## src/cosi_pkg.sv

```systemverilog
// cosi_pkg: constants and types shared by the status indicator block.
// assumes a single 200 MHz clock domain.
package cosi_pkg;

	// clock rate
	localparam int unsigned CLK_HZ          = 200_000_000;

	// default pattern times in microseconds (programmable at run time)
	localparam int unsigned FLASH_ON_US     = 200;
	localparam int unsigned FLASH_OFF_US    = 1000;
	localparam int unsigned BLINK_US        = 200;
	localparam int unsigned GAP_US          = 200;

	// derived cycle counts, microseconds times clock cycles per microsecond
	localparam int unsigned FLASH_ON_CYC  = FLASH_ON_US * (CLK_HZ / 1_000_000);
	localparam int unsigned FLASH_OFF_CYC = FLASH_OFF_US * (CLK_HZ / 1_000_000);
	localparam int unsigned BLINK_CYC     = BLINK_US * (CLK_HZ / 1_000_000);
	localparam int unsigned GAP_CYC       = GAP_US * (CLK_HZ / 1_000_000);

	// counter width for pattern timings
	localparam int unsigned TIME_W        = 24;

	// node id range and reset value
	localparam logic [6:0] NODE_ID_MIN    = 7'h01;
	localparam logic [6:0] NODE_ID_MAX    = 7'h7f;
	localparam logic [6:0] NODE_ID_RST    = 7'h01;

	// bit rate selector codes
	typedef enum logic [2:0] {
		COSI_RATE_10K,
		COSI_RATE_20K,
		COSI_RATE_50K,
		COSI_RATE_125K,
		COSI_RATE_250K,
		COSI_RATE_500K,
		COSI_RATE_800K,
		COSI_RATE_1M
	} cosi_rate_type;
	localparam logic [2:0] RATE_RST       = 3'h3;

	// network state machine encoding on the input port
	typedef enum logic [1:0] {
		COSI_NMT_INIT,
		COSI_NMT_PREOP,
		COSI_NMT_STOPPED,
		COSI_NMT_OPER
	} cosi_nmt_type;

	// light patterns
	typedef enum logic [2:0] {
		COSI_PAT_OFF,
		COSI_PAT_SINGLE,
		COSI_PAT_DOUBLE,
		COSI_PAT_BLINK,
		COSI_PAT_ON
	} cosi_pat_type;

endpackage

```

## src/cosi_sync.sv

```systemverilog
// cosi_sync: three flip-flop input synchroniser with agreement check.
// assumes inputs from outside the clock domain; rst_n already synchronised.
module cosi_sync #(
	parameter int unsigned WIDTH = 1
) (
	// clock and reset
	input  wire logic             clk_i,
	input  wire logic             rst_n_i,
	// data
	input  wire logic [WIDTH-1:0] async_i,
	output logic      [WIDTH-1:0] sync_o
);

	logic [WIDTH-1:0] s1_q;
	logic [WIDTH-1:0] s2_q;
	logic [WIDTH-1:0] s3_q;
	logic [WIDTH-1:0] out_q;
	wire  [WIDTH-1:0] agree_w = ~(s2_q ^ s3_q);
	wire  [WIDTH-1:0] out_d   = (agree_w & s3_q) | (~agree_w & out_q);

	always_ff @(posedge clk_i or negedge rst_n_i) begin
		if (!rst_n_i) begin
			s1_q  <= '0;
			s2_q  <= '0;
			s3_q  <= '0;
			out_q <= '0;
		end else begin
			s1_q  <= async_i;
			s2_q  <= s1_q;
			s3_q  <= s2_q;
			out_q <= out_d;
		end
	end

	assign sync_o = out_q;

endmodule

```

## src/cosi_pattern.sv

```systemverilog
// cosi_pattern: generates one light pattern (off, flash, double, blink, on).
// assumes period counts are at least one; changes apply to the running phase at once.
module cosi_pattern #(
	parameter int unsigned TW = cosi_pkg::TIME_W
) (
	// clock and reset
	input  wire logic          clk_i,
	input  wire logic          rst_n_i,
	// pattern select and timings
	input  cosi_pkg::cosi_pat_type pat_i,
	input  wire logic [TW-1:0] on_cyc_i,
	input  wire logic [TW-1:0] off_cyc_i,
	input  wire logic [TW-1:0] blink_cyc_i,
	input  wire logic [TW-1:0] gap_cyc_i,
	// lamp
	output logic               lit_o
);

	// phase: 0 first flash, 1 gap, 2 second flash, 3 long off
	logic [1:0]    phase_q;
	logic [1:0]    phase_d;
	logic [TW-1:0] cnt_q;
	logic [TW-1:0] cnt_d;
	logic          lit_q;
	logic          lit_d;
	logic [TW-1:0] len_w;
	wire           done_w = (cnt_q >= len_w - TW'(1));
	wire           blink_w = (pat_i == cosi_pkg::COSI_PAT_BLINK);
	wire           dbl_w   = (pat_i == cosi_pkg::COSI_PAT_DOUBLE);

	always_comb begin
		case (phase_q)
		2'd0: len_w = blink_w ? blink_cyc_i : on_cyc_i;
		2'd1: len_w = gap_cyc_i;
		2'd2: len_w = on_cyc_i;
		default: len_w = blink_w ? blink_cyc_i : off_cyc_i;
		endcase
	end

	always_comb begin
		cnt_d   = done_w ? '0 : cnt_q + TW'(1);
		phase_d = phase_q;
		if (done_w) begin
			case (phase_q)
			2'd0: phase_d = dbl_w ? 2'd1 : 2'd3;
			2'd1: phase_d = 2'd2;
			2'd2: phase_d = 2'd3;
			default: phase_d = 2'd0;
			endcase
		end
		if (pat_i == cosi_pkg::COSI_PAT_OFF || pat_i == cosi_pkg::COSI_PAT_ON) begin
			cnt_d   = '0;
			phase_d = 2'd0;
		end
		case (pat_i)
		cosi_pkg::COSI_PAT_ON: lit_d = 1'b1;
		cosi_pkg::COSI_PAT_OFF: lit_d = 1'b0;
		default: lit_d = (phase_d == 2'd0) || (phase_d == 2'd2);
		endcase
	end

	always_ff @(posedge clk_i or negedge rst_n_i) begin
		if (!rst_n_i) begin
			phase_q <= 2'd0;
			cnt_q   <= '0;
			lit_q   <= 1'b0;
		end else begin
			phase_q <= phase_d;
			cnt_q   <= cnt_d;
			lit_q   <= lit_d;
		end
	end

	assign lit_o = lit_q;

endmodule

```

## src/cosi_top.sv

```systemverilog
// cosi_top: bus status indicator and node settings of a field-bus slave.
// assumes the protocol engine supplies status levels and a setting strobe.
//
// Overview of operation
// RQ1 - red stays dark when no bus or error-control fault is active.
// RQ2 - red shows a single flash when an error counter reached the warning level.
// RQ3 - red shows a double flash after a guarding or heartbeat timeout event.
// RQ4 - red stays lit while the controller is bus off.
// RQ5 - of several faults only the highest numbered one is shown.
// RQ6 - red covers both physical-layer status and missing-message faults.
// RQ7 - green blinks continuously in the preoperational state.
// RQ8 - green shows a single flash in the stopped state.
// RQ9 - green stays lit in the operational state.
// RQ10 - green stays dark before the bus connects and during any reset.
// RQ11 - when red and green conflict the lamp shows red, else both combine.
// RQ12 - bit rate is a software setting chosen from eight codes.
// RQ13 - node id is a software setting accepted only from 1 to 127.
// RQ14 - all pattern timings come from programmable cycle counts.
module cosi_top #(
	parameter int unsigned TW        = cosi_pkg::TIME_W,
	parameter int unsigned ON_CYC    = cosi_pkg::FLASH_ON_CYC,
	parameter int unsigned OFF_CYC   = cosi_pkg::FLASH_OFF_CYC,
	parameter int unsigned BLINK_CYC = cosi_pkg::BLINK_CYC,
	parameter int unsigned GAP_CYC   = cosi_pkg::GAP_CYC
) (
	// clock and reset
	input  wire logic          clock_i,
	input  wire logic          arst_n_i,
	// controller status levels from outside the domain
	input  wire logic          warn_i,
	input  wire logic          bus_off_i,
	input  wire logic          connected_i,
	input  wire logic          node_reset_i,
	// error-control event pulses and acknowledge, same domain
	input  wire logic          ctl_event_i,
	input  wire logic          ctl_clear_i,
	// network state, same domain
	input  wire logic [1:0]    nmt_state_i,
	// settings, same domain
	input  wire logic          set_wr_i,
	input  wire logic [2:0]    set_rate_i,
	input  wire logic [6:0]    set_id_i,
	input  wire logic          tim_wr_i,
	input  wire logic [TW-1:0] tim_on_i,
	input  wire logic [TW-1:0] tim_off_i,
	input  wire logic [TW-1:0] tim_blink_i,
	input  wire logic [TW-1:0] tim_gap_i,
	// lamp and settings out
	output logic               led_red_o,
	output logic               led_green_o,
	output logic [2:0]         rate_o,
	output logic [6:0]         node_id_o,
	output logic               id_reject_o
);

	// reset release
	logic rst_s1_q;
	logic rst_n_q;
	always_ff @(posedge clock_i or negedge arst_n_i) begin
		if (!arst_n_i) begin
			rst_s1_q <= 1'b0;
			rst_n_q  <= 1'b0;
		end else begin
			rst_s1_q <= 1'b1;
			rst_n_q  <= rst_s1_q;
		end
	end

	// pin level inputs
	logic [3:0] lvl_w;
	cosi_sync #(
		.WIDTH (4)
	) u_sync (
		.clk_i   (clock_i),
		.rst_n_i (rst_n_q),
		.async_i ({warn_i, bus_off_i, connected_i, node_reset_i}),
		.sync_o  (lvl_w)
	);
	wire warn_w   = lvl_w[3];
	wire busoff_w = lvl_w[2];
	wire conn_w   = lvl_w[1];
	wire nrst_w   = lvl_w[0];

	// sticky error-control event; set wins over clear
	logic ctl_q;
	wire  ctl_d = ctl_event_i | (ctl_q & ~ctl_clear_i);

	// settings
	logic [2:0]    rate_q;
	logic [6:0]    id_q;
	logic          rej_q;
	wire           id_ok_w = (set_id_i >= cosi_pkg::NODE_ID_MIN) &&
	                         (set_id_i <= cosi_pkg::NODE_ID_MAX);
	wire  [6:0]    id_d    = (set_wr_i && id_ok_w) ? set_id_i : id_q; // RQ13
	wire  [2:0]    rate_d  = set_wr_i ? set_rate_i : rate_q; // RQ12
	wire           rej_d   = set_wr_i ? ~id_ok_w : rej_q;

	// programmable timings
	logic [TW-1:0] on_q;
	logic [TW-1:0] off_q;
	logic [TW-1:0] blink_q;
	logic [TW-1:0] gap_q;
	wire  [TW-1:0] fix_on_w    = (tim_on_i == '0) ? TW'(1) : tim_on_i;
	wire  [TW-1:0] fix_off_w   = (tim_off_i == '0) ? TW'(1) : tim_off_i;
	wire  [TW-1:0] fix_blink_w = (tim_blink_i == '0) ? TW'(1) : tim_blink_i;
	wire  [TW-1:0] fix_gap_w   = (tim_gap_i == '0) ? TW'(1) : tim_gap_i;

	always_ff @(posedge clock_i or negedge rst_n_q) begin
		if (!rst_n_q) begin
			ctl_q   <= 1'b0;
			rate_q  <= cosi_pkg::RATE_RST;
			id_q    <= cosi_pkg::NODE_ID_RST;
			rej_q   <= 1'b0;
			on_q    <= TW'(ON_CYC);
			off_q   <= TW'(OFF_CYC);
			blink_q <= TW'(BLINK_CYC);
			gap_q   <= TW'(GAP_CYC);
		end else begin
			ctl_q   <= ctl_d; // RQ3
			rate_q  <= rate_d;
			id_q    <= id_d;
			rej_q   <= rej_d;
			if (tim_wr_i) begin
				on_q    <= fix_on_w; // RQ14
				off_q   <= fix_off_w;
				blink_q <= fix_blink_w;
				gap_q   <= fix_gap_w;
			end
		end
	end

	// red pattern: highest numbered fault wins
	cosi_pkg::cosi_pat_type red_pat_w;
	always_comb begin
		if (busoff_w)
			red_pat_w = cosi_pkg::COSI_PAT_ON; // RQ4 RQ5
		else if (ctl_q)
			red_pat_w = cosi_pkg::COSI_PAT_DOUBLE; // RQ3 RQ6
		else if (warn_w)
			red_pat_w = cosi_pkg::COSI_PAT_SINGLE; // RQ2 RQ6
		else
			red_pat_w = cosi_pkg::COSI_PAT_OFF; // RQ1
	end

	// green pattern from network state
	cosi_pkg::cosi_pat_type grn_pat_w;
	always_comb begin
		if (!conn_w || nrst_w)
			grn_pat_w = cosi_pkg::COSI_PAT_OFF; // RQ10
		else begin
			case (cosi_pkg::cosi_nmt_type'(nmt_state_i))
			cosi_pkg::COSI_NMT_PREOP: grn_pat_w = cosi_pkg::COSI_PAT_BLINK; // RQ7
			cosi_pkg::COSI_NMT_STOPPED: grn_pat_w = cosi_pkg::COSI_PAT_SINGLE; // RQ8
			cosi_pkg::COSI_NMT_OPER: grn_pat_w = cosi_pkg::COSI_PAT_ON; // RQ9
			default: grn_pat_w = cosi_pkg::COSI_PAT_OFF;
			endcase
		end
	end

	logic red_lit_w;
	logic grn_lit_w;
	cosi_pattern #(
		.TW (TW)
	) u_red (
		.clk_i       (clock_i),
		.rst_n_i     (rst_n_q),
		.pat_i       (red_pat_w),
		.on_cyc_i    (on_q),
		.off_cyc_i   (off_q),
		.blink_cyc_i (blink_q),
		.gap_cyc_i   (gap_q),
		.lit_o       (red_lit_w)
	);
	cosi_pattern #(
		.TW (TW)
	) u_grn (
		.clk_i       (clock_i),
		.rst_n_i     (rst_n_q),
		.pat_i       (grn_pat_w),
		.on_cyc_i    (on_q),
		.off_cyc_i   (off_q),
		.blink_cyc_i (blink_q),
		.gap_cyc_i   (gap_q),
		.lit_o       (grn_lit_w)
	);

	// bicolour lamp: red lit forces green dark
	wire red_d = red_lit_w;
	wire grn_d = grn_lit_w & ~red_lit_w; // RQ11
	logic red_q;
	logic grn_q;
	always_ff @(posedge clock_i or negedge rst_n_q) begin
		if (!rst_n_q) begin
			red_q <= 1'b0;
			grn_q <= 1'b0;
		end else begin
			red_q <= red_d;
			grn_q <= grn_d;
		end
	end

	assign led_red_o   = red_q;
	assign led_green_o = grn_q;
	assign rate_o      = rate_q;
	assign node_id_o   = id_q;
	assign id_reject_o = rej_q;

endmodule

```

## config.mk

```make
export PLATFORM = sky130hd
export DESIGN_NAME = cosi_top
export DESIGN_NICKNAME = d
export VERILOG_FILES = /design/src/cosi_pkg.sv /design/src/cosi_sync.sv /design/src/cosi_pattern.sv /design/src/cosi_top.sv
export SDC_FILE = /design/constraint.sdc
export NUM_CORES = 1
export LEC_CHECK = 0
export ABC_AREA = 1
export CAP_MARGIN = 5
export CORE_MARGIN = 2
export CORE_UTILIZATION = 70
export DETAILED_ROUTE_END_ITERATION = 7
export DONT_BUFFER_PORTS = 1
export PLACE_DENSITY = 0.86
export SYNTH_ARGS = -nofsm -noshare
export SYNTH_HDL_FRONTEND = slang
export SYNTH_SLANG_ARGS = --single-unit
export TNS_END_PERCENT = 1
```

## constraint.sdc

```tcl
create_clock -name clock_i -period 8.6 [get_ports clock_i]
set_clock_uncertainty 0.15 [all_clocks]
set_input_delay 0.86 -clock clock_i [delete_from_list [all_inputs] [get_ports clock_i]]
set_output_delay 0.86 -clock clock_i [all_outputs]
set_load 0.05 [all_outputs]
```

## Word level (Yosys, flattened, before mapping)

Cells that the tools add are included.

| operators by class | value |
|---|---|
| eq/ne operators | 15 |
| $lt $le $gt $ge | 4 |
| bitwise logic cells | 12 |
| reductions and logical operators | 18 |
| mux-type cells | 29 |
| add/sub/neg operators | 4 |

Operators by type and width:

| cell | count |
|---|---|
| $mux W24 | 12 |
| $pmux W24 S3 | 2 |
| $logic_not A24 Y1 | 4 |
| $add A24 B1 Y24 const B | 2 |
| $ge A24 B24 Y1 | 2 |
| $sub A24 B1 Y24 const B | 2 |
| $mux W2 | 7 |
| $eq A2 B2 Y1 const B | 6 |
| $eq A3 B2 Y1 const B | 4 |
| $pmux W2 S3 | 2 |
| $pmux W3 S3 | 1 |
| $and A4 B4 Y4 | 2 |
| $logic_not A2 Y1 | 4 |
| $not A4 Y4 | 2 |
| $ge A7 B1 Y1 const B | 1 |
| $le A7 B7 Y1 const B | 1 |
| $eq A2 B1 Y1 const B | 3 |
| $eq A3 B3 Y1 const B | 2 |
| $logic_not A3 Y1 | 2 |
| $mux W3 | 2 |
| $logic_or A1 B1 Y1 | 5 |
| $or A4 B4 Y4 | 1 |
| $pmux W1 S2 | 2 |
| $xor A4 B4 Y4 | 1 |
| 6 further kinds | 10 |

| storage, ports and cells | value |
|---|---|
| register bits | 182 |
| output and inout bits | 13 |
| bits of input ports | 118 |
| logic and storage cells | 104 |

## Depth between registers and ports, before layout

Gate-level depths: netlist (run 1).

| depth | value |
|---|---|
| word-level depth | 13 |
| depth in mapped cells | 29 |
| mapped depth without buffers | 28 |

## By module

A second synthesis (run 1) with hierarchy kept.

| second synthesis, totals | value |
|---|---|
| cell total of the unflattened synthesis | 1933 |
| area, all modules | 12893.6 µm² |

By module, submodules not included:

| module | seq. area each (µm²) | instances | cells an instance | area each (µm²) |
|---|---|---|---|---|
| cosi_top | 2832.7 | 1 | 566 | 4657.0 |
| cosi_pattern (u_red) | 675.6 | 1 | 669 | 3892.5 |
| cosi_pattern (u_grn) | 675.6 | 1 | 666 | 3878.7 |
| cosi_sync | 400.4 | 1 | 32 | 465.4 |

## Least setup slack after synthesis (run 1)

OpenSTA, ideal clock, no wires.

| path | value |
|---|---|
| path kind | input to register |
| start | input nmt_state_i[1] |
| end | register u_grn.cnt_q[18] |
| path slack | 4.004 ns |
| stages | 24 |
| setup time | 0.136 ns |
| data required time | 8.314 ns |
| path buffers | 3 |
| arrival | 4.310 ns |
| cells stage by stage | inv_1 ha_1 nor2_4 nand3_2 buf_6 buf_6 o211ai_2 nand3_1 inv_2 ha_1 inv_1 nor2_1 nand2_1 nor2_1 nand4_1 nand2_1 nand2_1 ha_1 nand2_1 nor4_1 nand4_1 nand3_1 clkbuf_1 nor3_1 |

| on the way | value |
|---|---|
| longest elaborated chain between the ends | 10 |
| elaborated cells on any way between the ends | 16 |
| those cells by class | add/sub (1); order compare (1); eq/ne (5); mux (7); reduce/logical (2) |

RTL lines:

| item | RTL line | text |
|---|---|---|
| start: declaration | cosi_top.sv:38 | `input wire logic [1:0] nmt_state_i,` |
| $eq A2 B2 Y1 / $eq A2 B1 Y1 (equally long branches) | cosi_top.sv:151 | `case (cosi_pkg::cosi_nmt_type'(nmt_state_i))` |
| $pmux W3 S3 * | cosi_top.sv:151 |  |
| $mux W3 * | cosi_top.sv:148 | `if (!conn_w \|\| nrst_w)` |
| $eq A3 B2 Y1 | cosi_pattern.sv:28 | `wire blink_w = (pat_i == cosi_pkg::COSI_PAT_BLINK);` |
| $mux W24, on equally long branches | cosi_pattern.sv:36, cosi_pattern.sv:33 |  |
| $pmux W24 S3 | cosi_pattern.sv:32 | `case (phase_q)` |
| $sub A24 B1 Y24 | cosi_pattern.sv:27 | `wire done_w = (cnt_q >= len_w - TW'(1));` |
| $ge A24 B24 Y1 | cosi_pattern.sv:27 |  |
| $mux W24 | cosi_pattern.sv:41 | `cnt_d = done_w ? '0 : cnt_q + TW'(1);` |
| $mux W24 * | cosi_pattern.sv:51 | `if (pat_i == cosi_pkg::COSI_PAT_OFF \|\| pat_i == cosi_pkg::COSI_PAT_ON) begin` |
| net u_grn.cnt_d[18] | cosi_pattern.sv:23 | `logic [TW-1:0] cnt_d;` |
| end signal: assignment | cosi_pattern.sv:69 | `cnt_q <= cnt_d;` |
| end: declaration | cosi_pattern.sv:22 | `logic [TW-1:0] cnt_q;` |

The timed path passes the listed nets; every way through them passes the cells marked *.
A chain may end at the register's enable or synchronous reset.

## Worst setup path after layout (run 1)

| path | value |
|---|---|
| start | input nmt_state_i[1] |
| end | register u_grn.phase_q[0] |

| on the way | value |
|---|---|
| longest elaborated chain between the ends | 10 |
| elaborated cells on any way between the ends | 16 |
| those cells by class | add/sub (1); order compare (1); eq/ne (5); mux (7); reduce/logical (2) |

RTL lines:

| item | RTL line | text |
|---|---|---|
| $eq A2 B2 Y1 / $eq A2 B1 Y1 (equally long branches) | cosi_top.sv:151 |  |
| $pmux W3 S3 * | cosi_top.sv:151 |  |
| $mux W3 * | cosi_top.sv:148 |  |
| $eq A3 B2 Y1 | cosi_pattern.sv:28 |  |
| $mux W24, on equally long branches | cosi_pattern.sv:36, cosi_pattern.sv:33 |  |
| $pmux W24 S3 | cosi_pattern.sv:32 |  |
| $sub A24 B1 Y24 | cosi_pattern.sv:27 |  |
| $ge A24 B24 Y1 | cosi_pattern.sv:27 |  |
| $mux W2 | cosi_pattern.sv:43 | `if (done_w) begin` |
| $mux W2 * | cosi_pattern.sv:51 |  |
| net u_grn.phase_d[0] | cosi_pattern.sv:21 | `logic [1:0] phase_d;` |
| end signal: assignment | cosi_pattern.sv:68 | `phase_q <= phase_d;` |
| end: declaration | cosi_pattern.sv:20 | `logic [1:0] phase_q;` |

Marked as above.

==> impl_metrics.csv, run 1 <==
group,metric,value,unit
synth,netlist_instances,1603,
power,post-layout-total-power,2.11,mW
synth,synth_top_flop_cell,"dfrtp_1",
floorplan,initial_core_util,71.8,%
cells_and_area,filler_cell_count,1275,
route,drcViolationCount,0,
floorplan,floorplan.die_area,18100,sq um
synth,synth_area_leaders,"dfrtp_1 (33%), nand2_1 (13%), ha_1 (6.1%), inv_1 (5.8%), o21ai_0 (5.4%)",
sta,finalMaxSlewViolations,0,
grt,met2_usage,62.2,%
route,postRouteWirelength,34700,um
synth,yosys_warns,0,
power,power.share.sequential,46.4,%
floorplan,die_height,134,um
setup_path,worst-endpoint-required,8790,ps
route,drt_first_pass_iters,7,
sta,achievable-frequency,159,MHz
clock_tree,tritoncts_num_sinks,182,
cells_and_area,nNetsFinal,1745,
synth,synth-async-reset-ratio,100,%
route,first_iteration_detailed_routing_drc_count,1335,
power,switching_share,32.5,%
sta,final-hold-violation-count,0,
placed_design,portBuffers,0,
synth,syn_avg_cell_area,7.43,sq um
grt,antenna_violations_before_repair,0,
cells_and_area,layout-drive-gt1-share,6.51,%
clock_tree,max-clock-path-buffers,2,
sta,rsz0062_at_grt,"false",
synth,netlist.area_leader.share,33.2,%
sta,final_period_minus_worst_setup_slack,6290,ps
synth,synth-edff-count,0,
synth,mappedNetlistArea,11900,sq um
setup_path,timing.critical_path.from_type,"input pin",
clock_tree,cts_tree,"done",
cells_and_area,post_layout_nonfiller_instances,1802,
clock_tree,cts-buffers-inserted,17,
route,vias,11200,
synth,synthDistinctLibCells,47,
run_status,run_status,"finished clean",
grt,grtUsageTotal,39.4,%
placed_design,hpwl,26200,um
power,vdd_drop_max,0.167,mV
grt,grt.busiest_layer,"met2",
route,antenna_nets_post_route,0,
sta,relSlewSlack,26.3,%
flow_run,timing.max_cap.violations,0,
setup_path,timing_worst_setup_path_type,"in2reg",
floorplan,fp-row-count,47,
cells_and_area,finalInstanceArea,12500,sq um
power,cell_internal_power,1.43,mW
route,avgRoutedWirePerCell,19.2,um
setup_path,cp_max_fo,48,
setup_path,worstSetupEndpointType,"register",
power,combinationalPowerShare,15.2,%
power,power.leakage,5.91,nW
floorplan,boundaryPins,131,
sta,final.setup.tns,0,ps
clock_tree,ctsHtreeMaxLevel,4,
floorplan,dieWidth,134,um
grt,groute.layer.met3.usage,8.20,%
power,powerDensity,168,nW/um^2
clock_tree,post-cts-setup-buffers,0,
power,p_clk_share,38.4,%
grt,grt_use_met1,53.3,%
synth,synth_sequential_area_ratio,38.5,%
synth,postSynthRegisterBits,182,
placed_design,gp_congestion,1.01,
power,switchingPower,688,uW
clock_tree,cts-root-buf,"clkbuf_16",
placed_design,place_area,11900,sq um
grt,global_route.overflow_total,0,
synth,synth_top_cell_by_area,"dfrtp_1",
worst_hold_path,min_path_type,"reg2async",
placed_design,dpl.cell_count,1769,
grt,first_pass_grt_wire_length,54900,um
synth,nets_in_the_synthesized_netlist,1779,
clock_tree,cts.clk_slew.worst_paths,80,ps
setup_path,cp_data_arrival_time,6480,ps
cells_and_area,diodes,0,
sta,hold_slack,183,ps
cells_and_area,synthToLayoutAreaGrowth,5.40,%
sta,setup_violations,0,
clock_tree,clkLatencyLatePin,450,ps
grt,grt_max_degree,175,
sta,worst_slew_pin_slew,1100,ps
sta,finalCritPeriodShare,73.1,%
route,drt-vias-per-instance,6.23,
grt,via_count_of_the_first_global_routing_pass,10800,
floorplan,placeableCoreArea,16600,sq um
power by group through the flow:
stage               Combinational, mW  Clock [mW]  Sequential (mW)
global route                    0.362       0.848            0.986
global placement                0.300           0            0.993
CTS                             0.315       0.814            0.979
detailed placement              0.312           0            0.995
floorplan                       0.238           0            0.988
finish                          0.321       0.812            0.980
critical path, stage by stage:
cell      delay, ps
inv_1            20
ha_1            310
nor2_4          590
nand3_2         840
o211ai_2        400
nand3_1         160
inv_2           100
ha_1            160
inv_1            40
nor2_1          160
nand2_1         170
nor2_1          160
nand4_1         120
nand2_1          70
nand2_1          50
ha_1            270
nand2_1          80
nor4_1          510
nand3_1         170
nand3_1         820
nand2_1         190
a21oi_1         220
placed cells by master (no fill, tap or decap), types with 6 or more instances in the layout:
cell type	count
ha_1	58
nor2_1	135
dfrtp_1	157
buf_4	6
nand2_1	409
xor2_1	37
nand3_1	84
o221ai_1	18
inv_1	185
xnor2_1	21
inv_2	7
clkbuf_16	17
nand3b_1	10
a21oi_1	45
nor3b_1	7
nor2_2	7
a31oi_1	6
o22ai_1	16
o21ai_0	129
mux2_2	18
nor4_1	26
nand4_1	63
dfstp_2	24
inv_8	6
nor3_1	42
area by class of cell:
| cell class | count | area [sq um] | share of cell area, % |
|---|---|---|---|
| clock buffers | 18 | 439 | 3.50 |
| repair buffers | 7 | 55.1 | 0.439 |
| inverters | 195 | 732 | 5.83 |
| multi-input cells | 1166 | 6290 | 50.1 |
| well taps | 220 | 275 | 2.19 |
| clock inverters | 14 | 168 | 1.34 |
| flip-flops and latches | 182 | 4590 | 36.6 |
path summary, 6_finish.rpt:
check / from / endpoint / slack (ps) / cells after the start
worst max-delay path: nmt_state_i[1] / u_grn.phase_q[0] / 2310 / 22
worst min-delay path: rst_n_q / async pin / 180 / 0
worst max register to register: u_grn.phase_q[0] / u_grn.phase_q[0] / 2830 / 21
worst min register to register: rst_n_q / async pin / 180 / 0
max in group asynchronous: rst_n_q / u_red.cnt_q[18] / 6780 / 1
min in group clock_i: rst_s1_q / rst_n_q / 210 / 0
Yosys cell counts, types with 21 or more instances:
library cell,instances
xnor2_1,21
nand2_1,409
ha_1,58
inv_1,185
nor2_1,135
o21ai_0,129
clkbuf_1,25
buf_2,22
nor4_1,26
xor2_1,37
nand3_1,84
nor3_1,42
dfstp_2,24
a21oi_1,45
nand4_1,63
dfrtp_1,158
what timing repair did:
action,CTS,global route
hold buffers,1,0
hold endpoints to repair,2,0
gates resized for setup,0,0
stage by stage:
step | setup WS, ps | utilization [%]
finish | 2310 | 75.7
detailed placement | 2090 | 71.9
CTS | 2470 | 75.7
global placement | 2260 | 71.9
floorplan | 3040 | -
global route | 1780 | 75.7
flip-flops by register name (all words and copies together), names as in the netlist, 2 cells and up, named ones only:
register and cells:
gap_q 24, u_sync.s2_q 4, node_id_o 7, off_q 24, u_red.phase_q 2, u_grn.phase_q 2, u_sync.s1_q 4, u_sync.s3_q 4
blink_q 24, rate_o 3, u_red.cnt_q 24, u_grn.cnt_q 24, on_q 24
per-layer routing:
metal  routed length, um  up-vias  part of all wire [%]
li1                    -     5262                     -
met1               14200     5185                    41
met4                1600        0                   4.6
met5                   0        -                     0
met3                3300      128                   9.5
met2               15600      652                    45
kinds of logic after synthesis:
| group | count (synthesis) | synth area share [%] |
|---|---|---|
| simple gates | 793 | 29.3 |
| buf+inv | 255 | 8.65 |
| compound gates | 234 | 11.1 |
| flops | 182 | 38.5 |
| fa+ha+maj | 62 | 6.43 |
| xor+xnor | 58 | 4.27 |
| mux | 18 | 1.70 |
| other cells | 1 | 0.0315 |
No activity file was read; power rests on OpenSTA's default activity.
==> run 2, diff against run 1 <==
- ABC_AREA: 1 -> 0
- CORE_UTILIZATION: 70 -> 65
- PLACE_DENSITY: 0.86 -> 0.81
- clock period: 8.6 -> 6.2 ns (I/O delays scaled with it)
==> run 2 against run 1 <==
  * Worst setup slack worse by 1800 ps
  * Non-clock buffer count up 9
  * Sequential share of layout area up 1.9 points
  * Critical path depth down 3
  * Hold slack worse by 140 ps
  * First-iteration DRC count down 40%
  * Register-to-register slack worse by 2300 ps
  * Largest power group unchanged
  * Highest routed layer is now met5
==> impl_metrics.csv, run 2 <==
group,metric,value,unit
synth,synth-xor-area-share,7.11,%
placed_design,place_area,11300,sq um
placed_design,dpl.cell_count,1296,
floorplan,die_height,135,um
sta,final.setup.tns,0,ps
setup_path,worst-path-buf-inv,2,
synth,synthDistinctLibCells,81,
cells_and_area,diodes,0,
grt,first_pass_grt_wire_length,45100,um
placed_design,hpwl,21000,um
synth,synth-edff-count,0,
route,first_iteration_detailed_routing_drc_count,802,
route,drcViolationCount,0,
setup_path,cp_data_arrival_time,5840,ps
clock_tree,post_cts.resized_instances,0,
sta,rsz0062_at_grt,"false",
synth,synth_top_cell_by_area,"dfrtp_1",
synth,muxShareOfSynthArea,12.0,%
placed_design,gp_congestion,0.924,
synth,adder_cell_share_of_the_synthesized_area,6.91,%
floorplan,dieWidth,135,um
setup_path,timing_worst_setup_path_type,"in2reg",
clock_tree,cts.clk_slew.worst_paths,80,ps
synth,synth_compound_area_share,12.7,%
route,avgRoutedWirePerCell,21.4,um
synth,synth_area_leaders,"dfrtp_1 (36%), mux2_2 (10%), ha_1 (6.5%), dfstp_2 (5.7%), nor2_1 (3.6%)",
clock_tree,tritoncts_num_sinks,182,
grt,grtUsageTotal,32.2,%
clock_tree,clkLatencyLatePin,440,ps
synth,netlist.area_leader.share,35.7,%
grt,antenna_violations_before_repair,1,
cells_and_area,finish.utilization,71.6,%
setup_path,most_numerous_cell_on_the_critical_path,"nor3_1",
synth,synthSimpleGateAreaFrac,17.2,%
sta,hold_slack,47.3,ps
floorplan,floorplan.die_area,18100,sq um
setup_path,critical-path-slowest-cell,"or4b_2",
sta,setup_violations,0,
sta,achievable-frequency,175,MHz
synth,synth_top_flop_cell,"dfrtp_1",
cells_and_area,synthToLayoutAreaGrowth,7.50,%
route,postRouteWirelength,28400,um
cells_and_area,filler_cell_count,1259,
grt,met2_usage,51.9,%
route,antenna_nets_post_route,0,
worst_hold_path,min_path_type,"in2reg",
flow_run,timing.max_cap.violations,0,
cells_and_area,nNetsFinal,1272,
clock_tree,cts-buffers-inserted,17,
clock_tree,cts_tree,"done",
floorplan,fp-row-count,47,
power,post-layout-total-power,2.90,mW
synth,mappedNetlistArea,11100,sq um
grt,via_count_of_the_first_global_routing_pass,8587,
clock_tree,ctsHtreeMaxLevel,4,
grt,groute.layer.met3.usage,8.18,%
floorplan,placeableCoreArea,16600,sq um
placed_design,place_ws,126,ps
setup_path,path_delay_family,"simple AND/OR/NAND/NOR gates",
cells_and_area,layout.cells.most_common_list,"dfrtp_1 (157), nor2_1 (106), mux2_2 (99)",
synth,combinational_family_with_the_most_area_after_synthesis,"simple AND/OR/NAND/NOR gates",
synth,synth_sequential_area_ratio,41.3,%
clock_tree,cts-root-buf,"clkbuf_16",
power,power.leakage,5.10,nW
route,drt-vias-per-instance,6.53,
power,vdd_drop_max,0.221,mV
placed_design,portBuffers,0,
sta,finalMaxSlewViolations,0,
sta,final_period_minus_worst_setup_slack,5700,ps
route,drt_first_pass_iters,5,
setup_path,worst-endpoint-required,6340,ps
route,vias,8678,
clock_tree,post-cts-setup-buffers,0,
cells_and_area,mostFrequentLayoutCell,"dfrtp_1",
synth,synth-async-reset-ratio,100,%
sta,finalCritPeriodShare,91.9,%
setup_path,slowest_delay,690,ps
power,powerDensity,244,nW/um^2
grt,grt_max_degree,103,
synth,leading_post_synthesis_cells_by_instance_count,"dfrtp_1 (158), nor2_1 (106), mux2_2 (99)",
grt,grt_use_met1,41.8,%
cells_and_area,post_layout_nonfiller_instances,1329,
setup_path,cp_max_fo,24,
setup_path,crit_path_cell_trace,"inv_1 -> ha_1 -> or4b_1 -> buf_4 -> nor3_1 -> o311a_1 -> a32oi_1 -> nand3b_1 -> or4b_2 -> nor3_1 -> xnor2_1 -> ha_1 -> nand2_1 -> nor3_1 -> nand4_1 -> o31ai_1 -> a21oi_1 -> nand2b_1 -> nor2_1",
sta,worst_slew_pin_slew,1140,ps
grt,global_route.overflow_total,0,
floorplan,boundaryPins,131,
sta,final-hold-violation-count,0,
cells_and_area,layout-drive-gt1-share,17.8,%
synth,postSynthRegisterBits,182,
grt,grt.busiest_layer,"met2",
setup_path,worstSetupEndpointType,"register",
sta,finalWorstSetupSlack,500,ps
synth,yosys_warns,0,
floorplan,initial_core_util,66.6,%
synth,nets_in_the_synthesized_netlist,1288,
synth,synthMostInstantiatedCell,"dfrtp_1",
setup_path,timing.critical_path.from_type,"input pin",
synth,syn_avg_cell_area,9.97,sq um
clock_tree,max-clock-path-buffers,2,
synth,netlist_instances,1112,
run_status,run_status,"finished clean",
cells_and_area,finalInstanceArea,11900,sq um
sta,relSlewSlack,22.8,%
==> run 2: cell types whose count changed after synthesis, sizes merged, moves of 26 or more <==
cell / delta
buf: -26
nand3: -51
inv: -170
mux2: +81
nor2: -37
o21ai: -71
nand2: -328
nand4: -49
==> run 2: final cells by class <==
cell class | instances | area (sq um) | area share, %
Inverter | 23 | 86.3 | 0.724
Clock inverter | 15 | 203 | 1.70
Sequential cell | 182 | 4590 | 38.5
Tap cell | 220 | 275 | 2.31
Multi-Input combinational cell | 856 | 6210 | 52.1
Clock buffer | 17 | 425 | 3.57
Timing Repair Buffer | 16 | 135 | 1.13
==> run 2: per-layer routing <==
metal,part of all wire [%],vias to the layer above
met5,0.035,-
met4,3.6,2
met3,8.2,72
met2,46,348
met1,42,4233
li1,-,4023
==> run 2: path summary, 6_finish.rpt <==
kind	start	endpoint	slack, ps	cells after the start
max	nmt_state_i[1]	u_grn.cnt_q[15]	500	19
min	warn_i	u_sync.s1_q[3]	50	0
max reg2reg	u_red.phase_q[1]	u_red.cnt_q[20]	510	19
min reg2reg	rst_n_q	u_sync.s1_q[3]	100	0
max in group asynchronous	rst_n_q	blink_q[0]	4470	1
min in group asynchronous	rst_n_q	u_sync.s1_q[3]	100	0
==> run 2: power breakdown <==
part           total [mW]  internal, mW  leakage [nW]  switching, mW
logic               0.359         0.172          2.58          0.187
clock network        1.14         0.590         0.306          0.547
registers            1.41          1.28          2.21          0.126
==> run 2: repair_timing <==
item / CTS / global route
hold endpoints to repair: 2 / 0
hold buffers: 1 / 0
endpoints found under the setup margin: 0 / 0
==> run 2: cell families (layout without fill, tap and decap cells) <==
group,Yosys count,in the layout
simple gates,376,376
compound gates,206,206
flops,182,182
mux,121,121
xor+xnor,90,90
buf+inv,74,71
fa+ha+maj,62,62
other cells,1,1
